**src/logic/tsc_pkg.sv**
```systemverilog
// Constants, register indices and stream carriers for the transmit signaling control block.
// Assumes an APB master with 32-bit data and byte registers in the low lane of each word.
package tsc_pkg;

    // ****************************************************************
    // Register indices (byte address is four times the index)
    // ****************************************************************
    localparam logic [5:0] IDX_TXCTL = 6'h05;
    localparam logic [5:0] IDX_COMCTL = 6'h07;
    localparam logic [5:0] IDX_INS_EN1 = 6'h08;
    localparam logic [5:0] IDX_INS_EN2 = 6'h09;
    localparam logic [5:0] IDX_INS_EN3 = 6'h0A;
    localparam logic [5:0] IDX_INS_EN4 = 6'h0B;
    localparam logic [5:0] IDX_DMW1 = 6'h0C;
    localparam logic [5:0] IDX_INFO = 6'h10;
    localparam logic [5:0] IDX_LINE = 6'h13;
    localparam logic [5:0] IDX_IRQEN = 6'h14;
    localparam logic [5:0] IDX_IRQCLR = 6'h15;

    // ****************************************************************
    // Field positions and reset values
    // ****************************************************************
    localparam int FMT_ESF_BIT = 2;
    localparam int ENFORCE_BIT = 1;
    localparam int LOOP_CODE_BIT = 0;
    localparam int GSE_BIT = 4;
    localparam int LINE_E1_BIT = 0;
    localparam int UPPER_CAS_BIT = 0;
    localparam int LOWER_CAS_BIT = 0;
    localparam int TX_DENS_BIT = 6;
    localparam int RX_DENS_BIT = 7;
    localparam logic [7:0] REG_RST = 8'h00;

    // ****************************************************************
    // Density limits and framing patterns
    // ****************************************************************
    localparam logic [4:0] MAX_ZERO_RUN = 5'h0F;
    localparam int PD_WIN_MAX = 23;
    localparam int WIN_UNIT = 8;
    localparam int HIST_LEN = 192;
    localparam logic [7:0] HIST_FULL = 8'hC0;
    localparam logic [11:0] D4_FPAT = 12'h8DC;
    localparam logic [5:0] ESF_FPS = 6'h0B;
    localparam logic [4:0] D4_FRAMES = 5'h0C;
    localparam logic [3:0] CAS_UPPER_INT = 4'h0;
    localparam logic [3:0] CAS_LOWER_INT = 4'hB;
    localparam logic [63:0] DMW_CODE = 64'h1E0B0B1E9E8B8B9E;

    // ****************************************************************
    // Stream carriers
    // ****************************************************************
    typedef struct packed {
        logic valid;
        logic data;
        logic [4:0] chan;
        logic fbit_slot;
        logic [4:0] frame_num;
        logic sig_slot;
        logic sig_bit;
        logic cas_slot;
        logic [2:0] cas_idx;
    } tsc_tx_slot_t;

    typedef struct packed {
        logic valid;
        logic data;
        logic [4:0] chan;
        logic [2:0] bit_pos;
        logic frame_start;
    } tsc_rx_slot_t;

    typedef struct packed {
        logic esf;
        logic enforce;
        logic loop_code;
    } tsc_ctrl_t;

endpackage

```
**src/logic/tsc_t1e1_tx_sig_ctrl.sv**
```systemverilog
// Transmit framing, density monitor/enforcer, loop code, signaling insertion and milliwatt.
// Assumes an APB master on pclk and one bit per pclk cycle on each stream when valid.
// Notes on behaviour
// - Framing bit pattern D4 or ESF by format
// - Monitor both streams for zero runs, sparse windows
// - Transmit violation status bit 6, receive bit 7
// - Enforcer set forces density on transmit stream
// - Loop enable replaces data with repeating code
// - T1 enables, channels 1-24, bit 0 lowest
// - Enabled channels take signaling from store only
// - E1 first register: channels 7-1, upper select
// - Upper select sources upper CAS nibble externally
// - E1 second register maps channels 15 to 8
// - E1 third register: channels 22-16, lower select
// - Lower select sources lower CAS nibble externally
// - Fourth register maps channels 30 to 23
// - Global enable off blocks store; enables choose stuffing
// - Milliwatt enable replaces receive channel data
module tsc_t1e1_tx_sig_ctrl
    import tsc_pkg::*;
(
    input wire logic pclk,
    input wire logic presetn,
    input wire logic [7:0] paddr,
    input wire logic psel,
    input wire logic penable,
    input wire logic pwrite,
    input wire logic [31:0] pwdata,
    input wire logic [3:0] pstrb,
    output logic [31:0] prdata,
    output logic pready,
    output logic pslverr,
    output logic irq,
    input wire tsc_tx_slot_t tx_in,
    input wire logic [7:0] loop_code_def_low,
    input wire logic [7:0] loop_code_def_high,
    input wire logic [7:0] first_tx_signaling_reg,
    output logic tx_out,
    output logic tx_out_valid,
    input wire tsc_rx_slot_t rx_in,
    output logic rx_out,
    output logic rx_out_valid,
    output logic frame_esf,
    output logic [29:0] b7_stuff_sel
);

    // ****************************************************************
    // Register bus
    // ****************************************************************
    logic [7:0] txctl_ff;
    logic [7:0] comctl_ff;
    logic [7:0] ssie_ff [4];
    logic [7:0] dmw1_ff;
    logic [7:0] line_ff;
    logic [7:0] irqen_ff;
    logic [7:0] sts_ff;
    logic [7:0] rdata_ff;
    logic err_ff;
    logic [5:0] idx;
    logic setup;
    logic wr_en;
    logic wr_hit;
    logic sel_txctl;
    logic sel_comctl;
    logic sel_ssie [4];
    logic sel_dmw1;
    logic sel_info;
    logic sel_line;
    logic sel_irqen;
    logic sel_irqclr;
    logic mapped;
    logic [7:0] rd_byte;
    logic [7:0] wbyte;
    logic [7:0] clr_mask;
    logic [7:0] sts_set;
    logic [7:0] nxt_sts;

    assign idx = paddr[7:2];
    assign setup = psel & ~penable;
    assign pready = psel & penable;
    assign wr_en = pready & pwrite & pstrb[0];
    assign wr_hit = wr_en & mapped;
    assign wbyte = pwdata[7:0];
    assign sel_txctl = idx == IDX_TXCTL;
    assign sel_comctl = idx == IDX_COMCTL;
    assign sel_ssie[0] = idx == IDX_INS_EN1;
    assign sel_ssie[1] = idx == IDX_INS_EN2;
    assign sel_ssie[2] = idx == IDX_INS_EN3;
    assign sel_ssie[3] = idx == IDX_INS_EN4;
    assign sel_dmw1 = idx == IDX_DMW1;
    assign sel_info = idx == IDX_INFO;
    assign sel_line = idx == IDX_LINE;
    assign sel_irqen = idx == IDX_IRQEN;
    assign sel_irqclr = idx == IDX_IRQCLR;
    assign mapped = (paddr[1:0] == 2'h0) & (sel_txctl | sel_comctl | sel_ssie[0] | sel_ssie[1]
        | sel_ssie[2] | sel_ssie[3] | sel_dmw1 | sel_info | sel_line | sel_irqen | sel_irqclr);
    assign rd_byte = ~mapped ? 8'h00 :
        sel_txctl ? txctl_ff :
        sel_comctl ? comctl_ff :
        sel_ssie[0] ? ssie_ff[0] :
        sel_ssie[1] ? ssie_ff[1] :
        sel_ssie[2] ? ssie_ff[2] :
        sel_ssie[3] ? ssie_ff[3] :
        sel_dmw1 ? dmw1_ff :
        sel_info ? sts_ff :
        sel_line ? line_ff :
        sel_irqen ? irqen_ff : 8'h00;
    assign prdata = {24'h000000, rdata_ff};
    assign pslverr = pready & err_ff;

    always_ff @(posedge pclk or negedge presetn) begin
        if (!presetn) begin
            rdata_ff <= REG_RST;
        end else if (setup) begin
            rdata_ff <= rd_byte;
        end
    end

    always_ff @(posedge pclk or negedge presetn) begin
        if (!presetn) begin
            err_ff <= 1'b0;
        end else if (setup) begin
            err_ff <= ~mapped;
        end
    end

    always_ff @(posedge pclk or negedge presetn) begin
        if (!presetn) begin
            txctl_ff <= REG_RST;
        end else if (wr_hit && sel_txctl) begin
            txctl_ff <= wbyte;
        end
    end

    always_ff @(posedge pclk or negedge presetn) begin
        if (!presetn) begin
            comctl_ff <= REG_RST;
        end else if (wr_hit && sel_comctl) begin
            comctl_ff <= wbyte;
        end
    end

    always_ff @(posedge pclk or negedge presetn) begin
        if (!presetn) begin
            dmw1_ff <= REG_RST;
        end else if (wr_hit && sel_dmw1) begin
            dmw1_ff <= wbyte;
        end
    end

    always_ff @(posedge pclk or negedge presetn) begin
        if (!presetn) begin
            line_ff <= REG_RST;
        end else if (wr_hit && sel_line) begin
            line_ff <= wbyte;
        end
    end

    always_ff @(posedge pclk or negedge presetn) begin
        if (!presetn) begin
            irqen_ff <= REG_RST;
        end else if (wr_hit && sel_irqen) begin
            irqen_ff <= wbyte;
        end
    end

    // One stored byte per shared offset; the line mode only changes its meaning.
    for (genvar r = 0; r < 4; r++) begin : g_ssie
        always_ff @(posedge pclk or negedge presetn) begin
            if (!presetn) begin
                ssie_ff[r] <= REG_RST;
            end else if (wr_en && mapped && sel_ssie[r]) begin
                ssie_ff[r] <= wbyte;
            end
        end
    end

    // ****************************************************************
    // Control decode and channel maps
    // ****************************************************************
    tsc_ctrl_t ctrl;
    logic e1;
    logic gse;
    logic [31:0] t1_vec;
    logic [31:0] e1_vec;
    logic [31:0] chan_en_vec;
    logic tx_chan_en;

    assign ctrl.esf = comctl_ff[FMT_ESF_BIT];
    assign ctrl.enforce = comctl_ff[ENFORCE_BIT];
    assign ctrl.loop_code = comctl_ff[LOOP_CODE_BIT];
    assign e1 = line_ff[LINE_E1_BIT];
    assign gse = txctl_ff[GSE_BIT];
    assign frame_esf = ctrl.esf;
    assign t1_vec = {7'h00, ssie_ff[2], ssie_ff[1], ssie_ff[0], 1'b0};
    assign e1_vec = {1'b0, ssie_ff[3], ssie_ff[2][7:1], ssie_ff[1], ssie_ff[0][7:1], 1'b0};
    assign chan_en_vec = e1 ? e1_vec : t1_vec;
    assign tx_chan_en = chan_en_vec[tx_in.chan];
    assign b7_stuff_sel = chan_en_vec[30:1];

    // ****************************************************************
    // Transmit data selection
    // ****************************************************************
    logic [3:0] lc_ptr_ff;
    logic [15:0] lc_word;
    logic lc_bit;
    logic [4:0] d4_pos;
    logic d4_bit;
    logic esf_fps_slot;
    logic esf_bit;
    logic f_bit;
    logic [3:0] upper_nib;
    logic [3:0] lower_nib;
    logic [7:0] cas_word;
    logic cas_bit;
    logic sig_take;
    logic tx_cand;

    assign lc_word = {loop_code_def_high, loop_code_def_low};
    assign lc_bit = lc_word[4'hF - lc_ptr_ff];
    assign d4_pos = (tx_in.frame_num >= D4_FRAMES) ? tx_in.frame_num - D4_FRAMES : tx_in.frame_num;
    assign d4_bit = D4_FPAT[4'hB - d4_pos[3:0]];
    assign esf_fps_slot = tx_in.frame_num[1:0] == 2'h3;
    assign esf_bit = esf_fps_slot ? ESF_FPS[3'h5 - tx_in.frame_num[4:2]] : tx_in.data;
    assign f_bit = ctrl.esf ? esf_bit : d4_bit;
    assign upper_nib = ssie_ff[0][UPPER_CAS_BIT] ? first_tx_signaling_reg[7:4] : CAS_UPPER_INT;
    assign lower_nib = ssie_ff[2][LOWER_CAS_BIT] ? first_tx_signaling_reg[3:0] : CAS_LOWER_INT;
    assign cas_word = {upper_nib, lower_nib};
    assign cas_bit = cas_word[3'h7 - tx_in.cas_idx];
    assign sig_take = gse & tx_chan_en & tx_in.sig_slot;
    assign tx_cand = ctrl.loop_code ? lc_bit :
        (~e1 & tx_in.fbit_slot) ? f_bit :
        (e1 & tx_in.cas_slot) ? cas_bit :
        sig_take ? tx_in.sig_bit : tx_in.data;

    always_ff @(posedge pclk or negedge presetn) begin
        if (!presetn) begin
            lc_ptr_ff <= 4'h0;
        end else if (tx_in.valid) begin
            lc_ptr_ff <= lc_ptr_ff + 4'h1;
        end
    end

    // ****************************************************************
    // Density monitors (stream 0 transmit, stream 1 receive)
    // ****************************************************************
    logic [HIST_LEN-1:0] hist_ff [2];
    logic [7:0] cnt_ff [2][PD_WIN_MAX];
    logic [7:0] cnt_low [2][PD_WIN_MAX];
    logic [4:0] zrun_ff [2];
    logic [7:0] fill_ff [2];
    logic [PD_WIN_MAX-1:0] v0 [2];
    logic [PD_WIN_MAX-1:0] v1 [2];
    logic viol0 [2];
    logic viol [2];
    logic in_bit [2];
    logic in_valid [2];

    assign in_bit[0] = tx_cand | (ctrl.enforce & viol0[0]);
    assign in_bit[1] = rx_in.data;
    assign in_valid[0] = tx_in.valid;
    assign in_valid[1] = rx_in.valid;

    for (genvar s = 0; s < 2; s++) begin : g_mon
        for (genvar n = 0; n < PD_WIN_MAX; n++) begin : g_win
            logic filled;
            assign filled = fill_ff[s] >= 8'(WIN_UNIT * (n + 2));
            assign cnt_low[s][n] = cnt_ff[s][n] - {7'h00, hist_ff[s][WIN_UNIT * (n + 2) - 1]};
            assign v0[s][n] = filled & (cnt_low[s][n] < 8'(n + 1));
            assign v1[s][n] = filled & ((cnt_low[s][n] + 8'h01) < 8'(n + 1));
            always_ff @(posedge pclk or negedge presetn) begin
                if (!presetn) begin
                    cnt_ff[s][n] <= 8'h00;
                end else if (in_valid[s]) begin
                    cnt_ff[s][n] <= cnt_low[s][n] + {7'h00, in_bit[s]};
                end
            end
        end
        assign viol0[s] = (|v0[s]) | (zrun_ff[s] == MAX_ZERO_RUN);
        assign viol[s] = in_bit[s] ? |v1[s] : viol0[s];
        always_ff @(posedge pclk or negedge presetn) begin
            if (!presetn) begin
                hist_ff[s] <= '0;
            end else if (in_valid[s]) begin
                hist_ff[s] <= {hist_ff[s][HIST_LEN-2:0], in_bit[s]};
            end
        end

        always_ff @(posedge pclk or negedge presetn) begin
            if (!presetn) begin
                zrun_ff[s] <= 5'h00;
            end else if (in_valid[s]) begin
                zrun_ff[s] <= in_bit[s] ? 5'h00 : (&zrun_ff[s] ? zrun_ff[s] : zrun_ff[s] + 5'h01);
            end
        end

        always_ff @(posedge pclk or negedge presetn) begin
            if (!presetn) begin
                fill_ff[s] <= 8'h00;
            end else if (in_valid[s]) begin
                fill_ff[s] <= (fill_ff[s] == HIST_FULL) ? fill_ff[s] : fill_ff[s] + 8'h01;
            end
        end
    end

    // ****************************************************************
    // Status and interrupt
    // ****************************************************************
    assign clr_mask = (wr_en && mapped && sel_irqclr) ? wbyte : 8'h00;
    assign sts_set = (8'(in_valid[1] & viol[1]) << RX_DENS_BIT)
        | (8'(in_valid[0] & viol[0]) << TX_DENS_BIT);
    assign nxt_sts = (sts_ff & ~clr_mask) | sts_set;
    assign irq = |(sts_ff & irqen_ff);

    always_ff @(posedge pclk or negedge presetn) begin
        if (!presetn) begin
            sts_ff <= REG_RST;
        end else begin
            sts_ff <= nxt_sts;
        end
    end

    // ****************************************************************
    // Receive milliwatt replacement
    // ****************************************************************
    logic [2:0] dmw_idx_ff;
    logic [4:0] rx_chan_m1;
    logic rx_dmw_hit;
    logic dmw_bit;
    logic rx_bit;

    assign rx_chan_m1 = rx_in.chan - 5'h01;
    assign rx_dmw_hit = (rx_in.chan != 5'h00) & (rx_chan_m1 < 5'h08) & dmw1_ff[rx_chan_m1[2:0]];
    assign dmw_bit = DMW_CODE[6'h3F - {dmw_idx_ff, rx_in.bit_pos}];
    assign rx_bit = rx_dmw_hit ? dmw_bit : rx_in.data;

    always_ff @(posedge pclk or negedge presetn) begin
        if (!presetn) begin
            dmw_idx_ff <= 3'h0;
        end else if (rx_in.valid && rx_in.frame_start) begin
            dmw_idx_ff <= dmw_idx_ff + 3'h1;
        end
    end

    // ****************************************************************
    // Stream outputs
    // ****************************************************************
    logic tx_out_ff;
    logic tx_vld_ff;
    logic rx_out_ff;
    logic rx_vld_ff;

    assign tx_out = tx_out_ff;
    assign tx_out_valid = tx_vld_ff;
    assign rx_out = rx_out_ff;
    assign rx_out_valid = rx_vld_ff;

    always_ff @(posedge pclk or negedge presetn) begin
        if (!presetn) begin
            tx_out_ff <= 1'b0;
            tx_vld_ff <= 1'b0;
        end else begin
            tx_out_ff <= in_bit[0];
            tx_vld_ff <= tx_in.valid;
        end
    end

    always_ff @(posedge pclk or negedge presetn) begin
        if (!presetn) begin
            rx_out_ff <= 1'b0;
            rx_vld_ff <= 1'b0;
        end else begin
            rx_out_ff <= rx_bit;
            rx_vld_ff <= rx_in.valid;
        end
    end

endmodule

```
**config.mk**
```make
export PLATFORM = sky130hd
export DESIGN_NAME = tsc_t1e1_tx_sig_ctrl
export DESIGN_NICKNAME = d
export VERILOG_FILES = /design/src/logic/tsc_pkg.sv /design/src/logic/tsc_t1e1_tx_sig_ctrl.sv
export SDC_FILE = /design/constraint.sdc
export NUM_CORES = 2
export LEC_CHECK = 0
export ABC_CLOCK_PERIOD_IN_PS = 5600
export BUFFER_PORTS_ARGS = -buffer_cell sky130_fd_sc_hd__buf_2
export CAP_MARGIN = 10
export CORE_ASPECT_RATIO = 0.8
export CORE_MARGIN = 8
export CORE_UTILIZATION = 50
export CTS_BUF_LIST = sky130_fd_sc_hd__clkbuf_16
export DETAILED_ROUTE_END_ITERATION = 8
export PLACE_DENSITY = 0.64
export SLEW_MARGIN = 20
export SYNTH_ARGS = -nofsm -noshare
export SYNTH_HDL_FRONTEND = slang
export SYNTH_SLANG_ARGS = --single-unit
```
**constraint.sdc**
```tcl
create_clock -name pclk -period 5.6 [get_ports pclk]
set_input_delay 0.28 -clock pclk [delete_from_list [all_inputs] [get_ports pclk]]
set_output_delay 0.28 -clock pclk [all_outputs]
set_load 0.05 [all_outputs]
```
After elaboration in Yosys (flattened, before gate mapping):

Memory sizes are Yosys's and may differ from the RTL's.
Cells that the tools add are included.

* flip-flop bits (word level): 878
* memory bits (read-only): 88
* bits of input ports: 103
* output and inout bits: 70
* logic and storage cells: 585
* memories: 3

* add/subtract/negate cells: 151
* order comparisons: 147
* equal/unequal tests: 18
* mux-type cells: 40
* bitwise gates (word level): 131
* reductions and logical operators: 25

Memories
* (no name shown): depth 64, bits a word 1, rd ports 1, clocked after Yosys merged registers in 0, wr ports 0, line tsc_t1e1_tx_sig_ctrl.sv:334 `assign dmw_bit = DMW_CODE[6'h3F - {dmw_idx_ff, rx_in.bit_pos}];`
* (no name shown): depth 16, bits a word 1, rd ports 1, clocked after Yosys merged registers in 0, wr ports 0, line tsc_t1e1_tx_sig_ctrl.sv:222 `assign d4_bit = D4_FPAT[4'hB - d4_pos[3:0]];`
* (no name shown): depth 8, bits a word 1, rd ports 1, clocked after Yosys merged registers in 0, wr ports 0, line tsc_t1e1_tx_sig_ctrl.sv:224 `assign esf_bit = esf_fps_slot ? ESF_FPS[3'h5 - tx_in.frame_num[4:2]] : tx_in.data;`

Operators with widths (count)
* $add 8x1->8 const B: 48
* $add 8x1->8: 46
* $sub 8x1->8: 46
* $lt 8x4->1 const B: 32
* $lt 8x5->1 const B: 32
* $ge 8x8->1 const B: 18
* $ge 8x7->1 const B: 16
* $lt 8x3->1 const B: 16
* $and 1x1->1: 108
* $mux 8: 12
* $reduce_or 23->1: 4
* $ge 8x6->1 const B: 8
* $lt 8x2->1 const B: 8
* $ge 8x5->1 const B: 4
* $lt 8x1->1 const B: 4
* $mux 31: 1
* $eq 6x4->1 const B: 5
* $eq 6x5->1 const B: 4
* $mux 5: 4
* $and 8x8->8: 2
* $eq 8x8->1 const B: 2
* $mux 1: 16
* $or 1x1->1: 13
* $eq 6x3->1 const B: 2
* 31 further kinds: 61

Depth between registers and ports, before layout:

* depth in word-level cells: 18
* gate-level depth with buffers: 19
* mapped depth without buffers: 18

Worst setup path before layout:

No wires, ideal clock.

* path kind: flip-flop to flip-flop
* from: register line_ff[0]
* to: register cnt_ff[327] in the netlist's numbering
* setup time: 0.124 ns
* arrival: 4.536 ns
* data required time: 5.476 ns
* setup slack: 0.940 ns
* cell stages (with the launch flop): 18
* buffers on the path: 2
* period minus slack after synthesis: 4.660 ns
* path through: dfrtp_1 > clkbuf_1 > buf_1 > mux2_2 > mux2i_1 > a31oi_1 > o311ai_0 > nor3_1 > mux2_2 > nor2_1 > nand2_1 > ha_1 > nor2b_1 > nand2b_1 > mux2_2 > o32ai_1 > nand2_1 > xnor2_1

RTL lines
* start: declaration: line tsc_t1e1_tx_sig_ctrl.sv:54 `logic [7:0] line_ff;`
* start signal: assignment: line tsc_t1e1_tx_sig_ctrl.sv:155 `line_ff <= wbyte;`
* end signal: indexed assignment: line tsc_t1e1_tx_sig_ctrl.sv:275 `cnt_ff[s][n] <= cnt_low[s][n] + {7'h00, in_bit[s]};`
* end: declaration: line tsc_t1e1_tx_sig_ctrl.sv:248 `logic [7:0] cnt_ff [2][PD_WIN_MAX];`

==> impl_metrics.yaml <==
status:
  status: "finished clean"
synthesis:
  synth-edff-count: 0
  synth-adder-area-share_pct: 4.972
  synth_xor_area_share_pct: 9.854
  synth_warnings: 0
  synth_top_area_cell: "dfrtp_1"
  ys_seq_elements: 878
  synth_compound_area_share_pct: 10.38
  syn-instance-count: 5595
  synthTopCellsByArea: "dfrtp_1 (40%), mux2_2 (11%), xnor2_1 (7.2%)"
  synthMuxAreaShare_pct: 12.83
  synth_area_um2: 54300
  synth_top_family_by_area: "simple AND/OR/NAND/NOR gates"
  yosys.area_share.simple_pct: 17.00
  synth_ff_type: "dfrtp_1"
  synth_area_per_cell_um2: 9.706
  seq_area_frac_synth_pct: 40.46
  synthArstFlopShare_pct: 100.0
  ys_types: 99
  synth_top_area_share_pct: 40.46
setup_path:
  cp-end-kind: "flip-flop"
  cp-start-kind: "flip-flop"
  r2r_slack_ps: 540
  slowest_stage: "nor4_1"
  slowest_delay_ps: 570
  crit_fanout: 24
  cp_data_required_time_ps: 6160
  critPathTopFamily: "simple AND/OR/NAND/NOR gates"
  critPathKind: "flip-flop to flip-flop"
  crit_buf_inv: 2
  arrival_ps: 5620
  crit_chain: "inv_1, ha_1, ha_1, nand2b_1, nor4_1, xnor2_1, a311o_1, nor4_1, nand4_1, o31ai_2, nand2_2, buf_12, ha_1, ha_1, a2111oi_0, o21ai_0, xnor2_1"
  worst_path_most_repeated_cell: "ha_1"
sta:
  fin_crit_sh_pct: 90.36
  setup_slack_ps: 539.9
  rsz0062_at_grt: "no"
  fmax_ghz: 0.1976
  tns_ps: 0
  finalHoldViolCount: 0
  slew_violations: 0
  fin_crit_ps: 5060
  finalClockSkew_ps: 23.55
  tightest_slew_ps: 1050
  setup_viol: 0
  relSlewSlack_pct: 29.34
power:
  p_int_uw: 14750
  total_power_uw: 23030
  swShare_pct: 35.97
  power.density_nw_per_um2: 389.1
  pwr-share-seq_pct: 41.7
  p_clk_share_pct: 28.9
  cellLeakagePower_uw: 0.02619
  p_sw_uw: 8282
  p_comb_share_pct: 29.4
  ir_worst_vdd_mv: 0.3946
placement:
  pre_cts_slack_ps: 734.2
  io_buffer_count: 121
  post-place-cells: 6856
  globalplace.congestion: 0.8802
  post-dp-hpwl_um: 80790
floorplan:
  die_h_um: 310.8
  die_w_um: 384.5
  initial_utilization_pct: 50.23
  core_area_um2: 108100
  rows: 108
  pin_count: 173
  die-area_um2: 119500
cts:
  cts-root-to-sink-buffers: 3
  post_cts_buffers: 0
  cts_tree: "done"
  htree_levels: 3
  clkTransAtPathRegs_ps: 70
  clkLatencyLatePin_ps: 700
  cts_made_buffers: 94
  ctsHoldBuffers: 14
  clock-sinks: 878
  cts_root_buffer: "clkbuf_16"
  ctsResizeCount: 0
detailed_routing:
  via_per_inst: 5.632
  dr.pass1.iters: 8
  drc: 0
  num_vias: 39689
  antenna_left: 0
  wl_um: 116000
  drt-initial-drc-count: 2848
  wire_per_inst_um: 16.46
min_path:
  hp-class: "primary input to flip-flop"
cells_and_area:
  final_cell_count_no_fill: 7047
  area_growth_pct: 8.974
  layout-drive-gt1-share_pct: 16.60
  fin_util_pct: 54.74
  fin_nets: 5854
global_route:
  grt_antenna_before_repair: 3
  grt-ovfl-total: 0
  grt_use_total_pct: 19.08
  grt_pass1_wl_um: 194200
  grt_max_degree: 172
  grt_pass1_vias: 37382
run:
  max_cap_violations: 0
-- layer usage --
| layer | vias up | share of wire, % | track usage, % |
|---|---|---|---|
| met5 | - | 0 | 0 |
| met3 | 155 | 5.2 | 3.653 |
| li1 | 19584 | - | - |
| met1 | 19229 | 51 | 29.24 |
| met2 | 721 | 42 | 27.66 |
| met4 | 0 | 2.0 | 4.411 |
-- logic make-up after synthesis --
| logic type | Yosys count |
|---|---|
| AO/OA/AOI/OAI | 867 |
| XOR/XNOR | 611 |
| adder cells (fa/ha/maj) | 216 |
| buffers and inverters | 619 |
| flip-flops | 878 |
| multiplexers | 608 |
| other | 1 |
| AND/OR/NAND/NOR | 1795 |
-- worst reg2reg max path, cell delays in order, from the launching register on --
cell,delay [ps]
dfrtp_1,350
inv_1,70
ha_1,210
ha_1,330
nand2b_1,120
nor4_1,250
xnor2_1,190
a311o_1,340
nor4_1,570
nand4_1,420
o31ai_2,400
nand2_2,210
buf_12,250
ha_1,260
ha_1,250
a2111oi_0,370
o21ai_0,170
xnor2_1,180
-- power groups by stage --
stage	sequential (µW)	clock, µW	combinational (µW)
after floorplan	8460	0	6340
after global placement	9630	0	6570
after detailed placement	9660	0	6720
after CTS	9570	6860	6770
after global routing	9880	7130	7660
final	9600	6660	6760
-- final timing paths --
| check | cells after the start | end | start |
|---|---|---|---|
| worst min-delay path | 2 | e1_vec[15] | pwdata[7] |
| worst min register to register | 1 | hist_ff[323] | hist_ff[322] |
| worst max register to register | 17 | cnt_ff[332] | cnt_ff[360] |
| worst max-delay path | 17 | cnt_ff[332] | cnt_ff[360] |
| max in group asynchronous | 4 | e1_vec[5] | presetn |
| min in group asynchronous | 2 | cnt_ff[171] | presetn |
-- placed cells by master, fill, tap and decap left out, types with 18 or more instances in the layout --
cell type  instances
o21ai_0          266
xnor2_1          446
mux2_2           549
and2_1            27
buf_4             30
clkbuf_16         97
nand2_1          572
and3_1            29
nor2b_1           96
clkinv_2          20
a2111oi_0         22
or4_1             30
ha_1             215
xor2_1           165
bufinv_16         18
a22oi_1           21
nor4b_1           22
conb_1            24
o22ai_1           35
nor3b_1           63
nor2_1           284
a31oi_1           53
buf_2            118
a21oi_1          166
mux2i_1           43
nor4_1            66
dfrtp_1          877
o31ai_1           19
o211ai_1          28
o21a_1            20
or3_1             39
nand2b_1         105
a211oi_1          28
nand3_1          126
nand3b_1          26
inv_1            282
nand4_1           55
nor3_1           149
-- through the flow --
step / area, µm² / hold WS [ps]
after floorplan: 54390 / -15.59
after global placement: 55750 / 304.3
after CTS: 59180 / 39.49
after detailed placement: 55750 / 305.2
final: 59180 / 99.65
after global routing: 59180 / 48.27
-- state kept, by name, summed over array words and instances, names as in the netlist --
| name | cells |
|---|---|
| line_ff | 8 |
| zrun_ff | 10 |
| rx_out | 1 |
| dmw_idx_ff | 3 |
| fill_ff | 16 |
| irqen_ff | 8 |
| hist_ff | 384 |
| cnt_ff | 368 |
| txctl_ff | 8 |
| e1_vec | 30 |
| err_ff | 1 |
| tx_out | 1 |
| comctl_ff | 8 |
| sts_ff | 8 |
| rdata_ff | 8 |
| lc_ptr_ff | 4 |
| dmw1_ff | 8 |
| rx_out_valid | 1 |
| ssie_ff | 2 |
| tx_out_valid | 1 |
-- area by class of cell --
cell class | count | area, µm²
tap | 1430 | 1789
clock buffer | 97 | 2427
sequential | 878 | 21970
inverter | 269 | 1010
antenna | 1 | 2.502
clock inverter | 79 | 860.8
multi-input combinational | 4121 | 29980
timing repair buffer | 172 | 1141
fill | 9672 | 48930
-- cell usage after synthesis (all sizes together) (30+ instances only) --
| library cell | count |
|---|---|
| dfrtp | 878 |
| nand2 | 573 |
| mux2 | 550 |
| xnor2 | 446 |
| nor2 | 284 |
| clkbuf | 283 |
| inv | 268 |
| o21ai | 267 |
| ha | 215 |
| a21oi | 166 |
| xor2 | 165 |
| nor3 | 152 |
| nand3 | 126 |
| nand2b | 105 |
| nor2b | 96 |
| nor4 | 68 |
| buf | 67 |
| nor3b | 65 |
| nand4 | 55 |
| a31oi | 53 |
| mux2i | 43 |
| or3 | 39 |
| o22ai | 35 |
| or4 | 30 |
No activity file was read; power rests on OpenSTA's default activity.
